**config.mk**
```make
export PLATFORM = sky130hd
export DESIGN_NAME = output_compare_channel
export DESIGN_NICKNAME = d
export VERILOG_FILES = /design/src/logic/output_compare_channel.v /design/src/logic/pin_sync.v
export VERILOG_INCLUDE_DIRS = /design/src /design/src/logic
export SDC_FILE = /design/constraint.sdc
export NUM_CORES = 1
export LEC_CHECK = 0
export ABC_CLOCK_PERIOD_IN_PS = 4000
export BUFFER_PORTS_ARGS = -buffer_cell sky130_fd_sc_hd__buf_2
export CORE_MARGIN = 8
export CORE_UTILIZATION = 51
export CTS_CLUSTER_DIAMETER = 150
export DETAILED_ROUTE_END_ITERATION = 8
export HOLD_SLACK_MARGIN = 0.03
export MAX_ROUTING_LAYER = met4
export PLACE_DENSITY_LB_ADDON = 0.15
export RECOVER_POWER = 100
export SYNTH_ARGS = -nofsm -noshare
export SYNTH_HDL_FRONTEND = slang
export SYNTH_HIERARCHICAL = 1
export SYNTH_SLANG_ARGS = --single-unit
```
**constraint.sdc**
```tcl
create_clock -name aclk -period 4 [get_ports aclk]
set_input_delay 0.8 -clock aclk [delete_from_list [all_inputs] [get_ports aclk]]
set_output_delay 0.8 -clock aclk [all_outputs]
set_load 0.02 [all_outputs]
```
**src/logic/compare_channel_regs.vh**
```
// Summary of operation
// - Timebase select bit 3 picks second timebase
// - Mode chooses one or two compare values
// - Pin changes when timer equals compare value
// - Mode bits 2-0; 000 disables, GPIO owns pin
// - Mode 001: start low, match drives high
// - Mode 010: start high, match low, falling irq
// - Mode 011: keep level, toggle, both-edge irq
// - Mode 100: start low, one pulse, falling irq
// - Mode 101: start low, pulse train, falling irq
// - Mode 110: PWM, fault ignored, no irq
// - Mode 111: PWM with fault, fault-fall irq
// - Fault A governs channels 1-4, B 5-8
// - Fault flag bit 4, cleared by control write, mode 111
// - Idle bit 13 halts channel during idle
`ifndef COMPARE_CHANNEL_REGS_VH
`define COMPARE_CHANNEL_REGS_VH
// Register byte offsets
`define CCH_CTRL_OFS 8'h00
`define CCH_PRI_OFS 8'h04
`define CCH_SEC_OFS 8'h08
`define CCH_STAT_OFS 8'h0C
`define CCH_MASK_OFS 8'h10
// Control field positions
`define CCH_MODE_HI 2
`define CCH_MODE_LO 0
`define CCH_TSEL_BIT 3
`define CCH_FLT_BIT 4
`define CCH_IDLE_BIT 13
// Writable control bits
`define CCH_CTRL_WMASK 16'h200F
`define CCH_CTRL_RST 16'h0000
// Mode codes
`define CCH_M_OFF 3'h0
`define CCH_M_SETHI 3'h1
`define CCH_M_SETLO 3'h2
`define CCH_M_TOGGLE 3'h3
`define CCH_M_ONEPULSE 3'h4
`define CCH_M_PULSES 3'h5
`define CCH_M_PWM 3'h6
`define CCH_M_PWMF 3'h7
// Interrupt status bits
`define CCH_IRQ_FALL 0
`define CCH_IRQ_RISE 1
`define CCH_IRQ_FAULT 2
`define CCH_IRQ_W 3
`endif

```
**src/logic/output_compare_channel.v**
```verilog
`timescale 1ns/1ps
`include "compare_channel_regs.vh"
// One output compare channel with AXI4-Lite register access
module output_compare_channel #(
  parameter CHANNEL_INDEX = 1
) (
  input wire aclk,
  input wire aresetn,
  input wire [31:0] s_axi_awaddr,
  input wire s_axi_awvalid,
  output reg s_axi_awready,
  input wire [31:0] s_axi_wdata,
  input wire [3:0] s_axi_wstrb,
  input wire s_axi_wvalid,
  output reg s_axi_wready,
  output reg [1:0] s_axi_bresp,
  output reg s_axi_bvalid,
  input wire s_axi_bready,
  input wire [31:0] s_axi_araddr,
  input wire s_axi_arvalid,
  output reg s_axi_arready,
  output reg [31:0] s_axi_rdata,
  output reg [1:0] s_axi_rresp,
  output reg s_axi_rvalid,
  input wire s_axi_rready,
  input wire [15:0] first_timebase,
  input wire first_period_roll,
  input wire [15:0] second_timebase,
  input wire second_period_roll,
  input wire cpu_idle,
  input wire fault_input_a,
  input wire fault_input_b,
  output reg compare_output_pin,
  output reg compare_output_oe,
  output reg irq
);
  // Control, compare and interrupt registers
  reg [15:0] ctrl_r;
  reg [15:0] pri_r;
  reg [15:0] sec_r;
  reg [15:0] duty_r;
  reg [`CCH_IRQ_W-1:0] stat_r;
  reg [`CCH_IRQ_W-1:0] mask_r;
  reg flt_r;
  reg pin_r;
  reg pin_d_r;
  reg flt_d_r;
  reg done_r;
  reg mode_new_r;
  // Write channel latches
  reg aw_held_r;
  reg w_held_r;
  reg [7:0] waddr_r;
  reg [31:0] wdata_r;
  reg [3:0] wstrb_r;
  // Synchronised fault level
  wire fault_a_lvl;
  wire fault_b_lvl;
  wire fault_lvl;
  wire [2:0] mode;
  wire [15:0] tmr;
  wire roll;
  wire run;
  wire pri_hit;
  wire sec_hit;
  wire do_write;
  wire [`CCH_IRQ_W-1:0] ev;
  reg [15:0] ctrl_nxt;
  reg pin_nxt;

  // Merge write-enabled bytes into a 16-bit register
  function [15:0] merge16;
    input [15:0] old;
    input [31:0] d;
    input [3:0] s;
    begin
      merge16 = old;
      if (s[0]) merge16[7:0] = d[7:0];
      if (s[1]) merge16[15:8] = d[15:8];
    end
  endfunction

  pin_sync u_sync_a (
    .aclk(aclk),
    .aresetn(aresetn),
    .pin_in(fault_input_a),
    .level_r(fault_a_lvl)
  );
  pin_sync u_sync_b (
    .aclk(aclk),
    .aresetn(aresetn),
    .pin_in(fault_input_b),
    .level_r(fault_b_lvl)
  );

  // Channels one to four follow fault A, five to eight fault B
  assign fault_lvl = (CHANNEL_INDEX <= 4) ? fault_a_lvl : fault_b_lvl;
  assign mode = ctrl_r[`CCH_MODE_HI:`CCH_MODE_LO];
  // Timebase routing
  assign tmr = ctrl_r[`CCH_TSEL_BIT] ? second_timebase : first_timebase;
  assign roll = ctrl_r[`CCH_TSEL_BIT] ? second_period_roll : first_period_roll;
  // Idle halt gate
  assign run = !(cpu_idle && ctrl_r[`CCH_IDLE_BIT]);
  assign pri_hit = run && (tmr == pri_r);
  assign sec_hit = run && (tmr == sec_r);
  assign do_write = aw_held_r && w_held_r && !s_axi_bvalid;

  // Next pin level per mode
  always @* begin
    pin_nxt = pin_r;
    if (mode_new_r) begin
      // Initial level on mode entry
      case (mode)
        `CCH_M_SETLO: pin_nxt = 1'b1;
        `CCH_M_TOGGLE: pin_nxt = pin_r;
        `CCH_M_PWM, `CCH_M_PWMF: pin_nxt = (pri_r != 16'h0000);
        default: pin_nxt = 1'b0;
      endcase
    end else if (run) begin
      case (mode)
        `CCH_M_SETHI: if (pri_hit) pin_nxt = 1'b1;
        `CCH_M_SETLO: if (pri_hit) pin_nxt = 1'b0;
        `CCH_M_TOGGLE: if (pri_hit) pin_nxt = ~pin_r;
        `CCH_M_ONEPULSE, `CCH_M_PULSES: begin
          // Secondary match ends the pulse, primary starts it
          if (sec_hit && pin_r) pin_nxt = 1'b0;
          else if (pri_hit && !pin_r && !done_r) pin_nxt = 1'b1;
        end
        `CCH_M_PWM, `CCH_M_PWMF: begin
          // Rollover starts the period, duty match ends it
          if (roll) pin_nxt = (sec_r != 16'h0000);
          else if (tmr == duty_r) pin_nxt = 1'b0;
        end
        default: pin_nxt = pin_r;
      endcase
    end
    if (mode == `CCH_M_PWMF && (flt_r || !fault_lvl)) pin_nxt = 1'b0;
  end

  // Control write: status bit is read-only
  always @* begin
    ctrl_nxt = (merge16(ctrl_r, wdata_r, wstrb_r) & `CCH_CTRL_WMASK);
  end

  // Events from pin and fault edges
  assign ev[`CCH_IRQ_FALL] = pin_d_r && !pin_r &&
    (mode == `CCH_M_SETLO || mode == `CCH_M_TOGGLE ||
     mode == `CCH_M_ONEPULSE || mode == `CCH_M_PULSES);
  assign ev[`CCH_IRQ_RISE] = !pin_d_r && pin_r && (mode == `CCH_M_TOGGLE);
  assign ev[`CCH_IRQ_FAULT] = flt_d_r && !fault_lvl && (mode == `CCH_M_PWMF);

  // Channel core and register file
  always @(posedge aclk) begin
    if (!aresetn) begin
      ctrl_r <= `CCH_CTRL_RST;
      pri_r <= 16'h0000;
      sec_r <= 16'h0000;
      duty_r <= 16'h0000;
      stat_r <= 3'h0;
      mask_r <= 3'h0;
      flt_r <= 1'b0;
      pin_r <= 1'b0;
      pin_d_r <= 1'b0;
      flt_d_r <= 1'b1;
      done_r <= 1'b0;
      mode_new_r <= 1'b0;
      compare_output_pin <= 1'b0;
      compare_output_oe <= 1'b0;
      irq <= 1'b0;
    end else begin
      pin_r <= pin_nxt;
      pin_d_r <= pin_r;
      flt_d_r <= fault_lvl;
      mode_new_r <= 1'b0;
      // Single-pulse mode stops after its one falling edge
      if (mode == `CCH_M_ONEPULSE && pin_r && !pin_nxt) done_r <= 1'b1;
      // Duty latched at period rollover
      if (run && roll && (mode == `CCH_M_PWM || mode == `CCH_M_PWMF)) begin
        duty_r <= sec_r;
      end
      // Fault latch, cleared only by mode rewrite
      if (mode == `CCH_M_PWMF && !fault_lvl) flt_r <= 1'b1;
      // Pin driven only while a mode is active
      compare_output_pin <= pin_nxt;
      compare_output_oe <= (mode != `CCH_M_OFF);
      // Sticky status, set wins over write-one clear
      if (do_write && waddr_r == `CCH_STAT_OFS) begin
        stat_r <= (stat_r & ~wdata_r[`CCH_IRQ_W-1:0]) | ev;
      end else begin
        stat_r <= stat_r | ev;
      end
      irq <= |((stat_r | ev) & mask_r);
      if (do_write) begin
        // Register decode
        if (waddr_r == `CCH_CTRL_OFS) begin
          ctrl_r <= ctrl_nxt;
          mode_new_r <= 1'b1;
          done_r <= 1'b0;
          flt_r <= 1'b0;
          duty_r <= sec_r;
        end else if (waddr_r == `CCH_PRI_OFS) begin
          pri_r <= merge16(pri_r, wdata_r, wstrb_r);
        end else if (waddr_r == `CCH_SEC_OFS) begin
          sec_r <= merge16(sec_r, wdata_r, wstrb_r);
        end else if (waddr_r == `CCH_MASK_OFS) begin
          if (wstrb_r[0]) mask_r <= wdata_r[`CCH_IRQ_W-1:0];
        end
      end
    end
  end

  // AXI write channel: take address and data in either order
  always @(posedge aclk) begin
    if (!aresetn) begin
      s_axi_awready <= 1'b0;
      s_axi_wready <= 1'b0;
      s_axi_bvalid <= 1'b0;
      s_axi_bresp <= 2'h0;
      aw_held_r <= 1'b0;
      w_held_r <= 1'b0;
      waddr_r <= 8'h00;
      wdata_r <= 32'h00000000;
      wstrb_r <= 4'h0;
    end else begin
      s_axi_awready <= !aw_held_r && !s_axi_awready && s_axi_awvalid;
      s_axi_wready <= !w_held_r && !s_axi_wready && s_axi_wvalid;
      if (s_axi_awvalid && s_axi_awready) begin
        aw_held_r <= 1'b1;
        waddr_r <= {s_axi_awaddr[7:2], 2'b00};
      end
      if (s_axi_wvalid && s_axi_wready) begin
        w_held_r <= 1'b1;
        wdata_r <= s_axi_wdata;
        wstrb_r <= s_axi_wstrb;
      end
      if (do_write) begin
        // Response after both halves arrived
        s_axi_bvalid <= 1'b1;
        s_axi_bresp <= (waddr_r == `CCH_CTRL_OFS || waddr_r == `CCH_PRI_OFS ||
          waddr_r == `CCH_SEC_OFS || waddr_r == `CCH_STAT_OFS ||
          waddr_r == `CCH_MASK_OFS) ? 2'h0 : 2'h2;
        aw_held_r <= 1'b0;
        w_held_r <= 1'b0;
      end else if (s_axi_bvalid && s_axi_bready) begin
        s_axi_bvalid <= 1'b0;
      end
    end
  end

  // AXI read channel
  always @(posedge aclk) begin
    if (!aresetn) begin
      s_axi_arready <= 1'b0;
      s_axi_rvalid <= 1'b0;
      s_axi_rdata <= 32'h00000000;
      s_axi_rresp <= 2'h0;
    end else begin
      s_axi_arready <= !s_axi_arready && !s_axi_rvalid && s_axi_arvalid;
      if (s_axi_arvalid && s_axi_arready) begin
        s_axi_rvalid <= 1'b1;
        s_axi_rresp <= 2'h0;
        // Address decode
        if ({s_axi_araddr[7:2], 2'b00} == `CCH_CTRL_OFS) begin
          s_axi_rdata <= {16'h0000, ctrl_r[15:5], flt_r, ctrl_r[3:0]};
        end else if ({s_axi_araddr[7:2], 2'b00} == `CCH_PRI_OFS) begin
          s_axi_rdata <= {16'h0000, pri_r};
        end else if ({s_axi_araddr[7:2], 2'b00} == `CCH_SEC_OFS) begin
          s_axi_rdata <= {16'h0000, sec_r};
        end else if ({s_axi_araddr[7:2], 2'b00} == `CCH_STAT_OFS) begin
          s_axi_rdata <= {29'h00000000, stat_r};
        end else if ({s_axi_araddr[7:2], 2'b00} == `CCH_MASK_OFS) begin
          s_axi_rdata <= {29'h00000000, mask_r};
        end else begin
          s_axi_rdata <= 32'h00000000;
          s_axi_rresp <= 2'h2;
        end
      end else if (s_axi_rvalid && s_axi_rready) begin
        s_axi_rvalid <= 1'b0;
      end
    end
  end
endmodule

```
**src/logic/pin_sync.v**
```verilog
`timescale 1ns/1ps
`include "compare_channel_regs.vh"
// Three-stage synchroniser; level changes once stages two and three agree
module pin_sync (
  input wire aclk,
  input wire aresetn,
  input wire pin_in,
  output reg level_r
);
  // Synchroniser chain, first stage read only by second
  reg s1_r;
  reg s2_r;
  reg s3_r;
  // Shift and agree
  always @(posedge aclk) begin
    if (!aresetn) begin
      s1_r <= 1'b1;
      s2_r <= 1'b1;
      s3_r <= 1'b1;
      level_r <= 1'b1;
    end else begin
      s1_r <= pin_in;
      s2_r <= s1_r;
      s3_r <= s2_r;
      // Accept only a settled level
      if (s2_r == s3_r) begin
        level_r <= s3_r;
      end
    end
  end
endmodule
```
==> metrics.txt <==
data required time at the worst endpoint 4.33 ns; failing checks capacitance limit; multi-input logic area 3000 µm²; number of instances in the synthesized netlist 678; starting utilization of the core area 52.4%; Total Negative Setup Slacks 0 ns; hold buffer count at cts 0; global-route wire length before repair 24,800 µm; cell-internal power 2.04 mW; slew of the pin with the lowest slew margin 1.48 ns; Synth Flop Type sky130_fd_sc_hd__dfxtp_1; post-CTS setup buffers 0; number of max-capacitance violations reported 1; Critical R2R Launch ctrl_r[3]; part of the total power dissipated in the clock network 47.5%; part of the total power dissipated in sequential elements 46.3%; sequential cell area in the final layout 2400 µm²; CP startpoint kind flip-flop; area fraction of the dominant cell type after synthesis 42.1%; Period Utilization, post-route 88.9%; clock root buffer master sky130_fd_sc_hd__clkbuf_8; status finished with violations; DRT antenna net count 0; cells taking the most area after synthesis sky130_fd_sc_hd__dfxtp_1 42%, sky130_fd_sc_hd__mux2i_1 10%, sky130_fd_sc_hd__nand2_1 7.2%, sky130_fd_sc_hd__a21oi_1 6.2%, sky130_fd_sc_hd__xnor2_1 5.2%; switching power of the nets 0.602 mW; global-route total usage across every layer 22.0%; area of the core 10,900 µm²; number of core rows 38; number of enable-type register cells in the synthesized netlist 0; Combinational Power Share 6.2%; routed wirelength normalized by instance count 16.8 µm; Worst Skew 0.00722 ns; worst voltage drop across the vdd grid 0.326 mV; number of pins with negative max-slew slack in the final report 0; total I/O pin count 188; share of synthesized area occupied by flip-flops and latches 42.1%; static leakage 2.55 nW; WP data arrival 3.89 ns; clock insertion delay at the later pin of the skew report 0.52 ns; clock-pin slew reported for the worst setup and hold paths after clock tree synthesis 0.05 ns; DR vias 4,989; final hold violations 0; Worst Min Path Start u_sync_a/s1_r; net switching share of the total power 22.7%; die area 14,800 µm²; TritonRoute pass-1 iters 5; count of buffers inserted at the top-level ports 98; classification of the worst-slack hold path reg -> reg; sum of routed wire length over all layers 15,400 µm; number of sinks handled by clock tree synthesis 120; CP Max Fanout 12; power per unit of standard cell area 399 nW/µm²; nets 916; final setup violating endpoints 0; number of synthesized register bits 120; Post-Syn Area 5700 µm²; layout overhead on the synthesized area 16.2%; shortest period the worst path allows 3.56 ns; count of unique library cells instantiated by Yosys 46; number of remaining DRC errors 0; cell type with the highest aggregate area in the netlist sky130_fd_sc_hd__dfxtp_1; largest net degree at the start of global routing 62; relative slew slack 0.924%; Fin Hold WS 0.405 ns; RSZ-0062 raised after global routing false; FMAX 281 MHz; worst setup path category reg -> reg; total clock buffers created by CTS 17; diode insertion count for antenna repair 0; Worst setup EP type flip-flop; GR Overflow Total 0; overall die width 122 µm; vertical extent of the die 122 µm; count of routing violations after the opening detailed-route iteration 286; Crit. Startpoint ctrl_r[3]; number of fill cells 1,036; share of flip-flops with an asynchronous set or reset 0%; Avg Cell Area, Syn 8.41 µm²; number of global-route vias before repair 4,851; HPWL reported at the end of detailed placement 11,800 µm; antenna violations before repair 0; Yosys warning count 6; number of resized instances in the post-cts repair step 0; maximum level of the CTS H-tree 4; routed via count divided by cell count 5.43; Clock Path Buffers 2; gp weighted congestion 0.930; CTS tree yes; fraction of layout cells with a size suffix above 1 13.5%
==> state kept, by name, indices dropped and copies added (netlist names), 2 cells and up <==
register and flops:
wstrb_r 2, ctrl_r 5, s_axi_rdata 16, duty_r 16, stat_r 3, waddr_r 6
pri_r 16, mask_r 3, wdata_r 16, sec_r 16
==> per-layer routing <==
metal	GRT usage [%]	share of wire, %
met3	5.74	7.5
met5	-	0
met2	33.5	45
met4	7.17	1.6
met1	27.8	46
==> critical path, stage by stage (launching register included) <==
cell and delay (ns):
sky130_fd_sc_hd__dfxtp_1 0.74, sky130_fd_sc_hd__mux2i_1 0.51, sky130_fd_sc_hd__xnor2_1 0.11, sky130_fd_sc_hd__nor4_1 0.37, sky130_fd_sc_hd__nand4_1 0.16, sky130_fd_sc_hd__or3_1 0.42, sky130_fd_sc_hd__ha_1 0.30, sky130_fd_sc_hd__nand2_1 0.06
sky130_fd_sc_hd__o21ai_0 0.08, sky130_fd_sc_hd__a21oi_1 0.17, sky130_fd_sc_hd__nor2_1 0.05, sky130_fd_sc_hd__nor3_1 0.26, sky130_fd_sc_hd__a311oi_1 0.13
==> worst paths after layout <==
| check | endpoint | slack, ns | depth (start not counted) |
|---|---|---|---|
| setup / recovery | pin_r | 0.44 | 12 |
| hold / removal | u_sync_a/s2_r | 0.40 | 1 |
| setup reg to reg | pin_r | 0.44 | 12 |
| hold reg to reg | u_sync_a/s2_r | 0.40 | 1 |
==> placed cells by master, fill, tap and decap left out, drive strengths merged, types with 2 or more instances in the layout <==
cell type  instances
a211oi             2
a21oi             71
a221oi             2
a22oi             13
a31oi              2
and2               4
and3               3
buf               80
clkbuf            56
clkinv             3
conb              18
dfxtp            120
ha                 6
inv                9
mux2i             59
nand2            111
nand2b             7
nand3             14
nand4              7
nand4b             2
nor2              72
nor2b              3
nor3              18
nor4              21
o211ai             2
o21ai             10
or4                3
xnor2             34
xor2              15
==> cell families (layout without fill, tap and decap cells) <==
kind of cell | Yosys count | in the layout | synth area share [%]
buffers and inverters | 65 | 148 | 5.84
AOI/OAI and AO/OA | 108 | 108 | 10.8
other | 1 | 18 | 0.0658
and+or+nand+nor | 268 | 268 | 21.4
muxes | 61 | 61 | 10.9
xor gates and xnor gates | 49 | 49 | 7.53
DFF | 120 | 120 | 42.1
adders and majority gates | 6 | 6 | 1.32
==> cell usage after synthesis, types with 4 or more instances <==
library cell / number
sky130_fd_sc_hd__dfxtp_1: 120
sky130_fd_sc_hd__nand2_1: 110
sky130_fd_sc_hd__nor2_1: 72
sky130_fd_sc_hd__a21oi_1: 71
sky130_fd_sc_hd__mux2i_1: 59
sky130_fd_sc_hd__xnor2_1: 34
sky130_fd_sc_hd__clkbuf_1: 32
sky130_fd_sc_hd__nor4_1: 21
sky130_fd_sc_hd__buf_4: 18
sky130_fd_sc_hd__nor3_1: 18
sky130_fd_sc_hd__xor2_1: 15
sky130_fd_sc_hd__nand3_1: 14
sky130_fd_sc_hd__a22oi_1: 13
sky130_fd_sc_hd__o21ai_0: 9
sky130_fd_sc_hd__inv_1: 8
sky130_fd_sc_hd__nand2b_1: 7
sky130_fd_sc_hd__nand4_1: 7
sky130_fd_sc_hd__ha_1: 6
sky130_fd_sc_hd__and2_1: 4
sky130_fd_sc_hd__buf_2: 4
==> power by group through the flow <==
stage	clock network (mW)	logic, mW	registers, mW
after global routing	1.34	0.183	1.23
after CTS	1.28	0.169	1.22
after floorplan	0	0.118	1.25
after detailed placement	0	0.168	1.25
final	1.26	0.165	1.22
after global placement	0	0.165	1.25
==> final cells by class <==
class | instances | share of cell area (%)
tap | 140 | 2.64
multi-input combinational | 510 | 45.3
clock buffer | 28 | 7.02
timing repair buffer | 108 | 7.99
clock inverter | 3 | 0.283
sequential | 120 | 36.3
inverter | 9 | 0.510
==> through the flow <==
step	power, mW	setup WS [ns]	std cells	instance area, µm²	utilization [%]
6_report	2.65	0.442	918	6630	60.9
2_1_floorplan	1.37	1.07	695	5770	-
3_3_place_gp	1.41	0.486	887	6220	57.1
4_1_cts	2.68	0.496	918	6710	61.6
5_1_grt	2.75	0.0797	918	6630	60.9
3_5_place_dp	1.42	0.483	887	6220	57.1
Note: power is estimated with default switching activity, not from simulation.
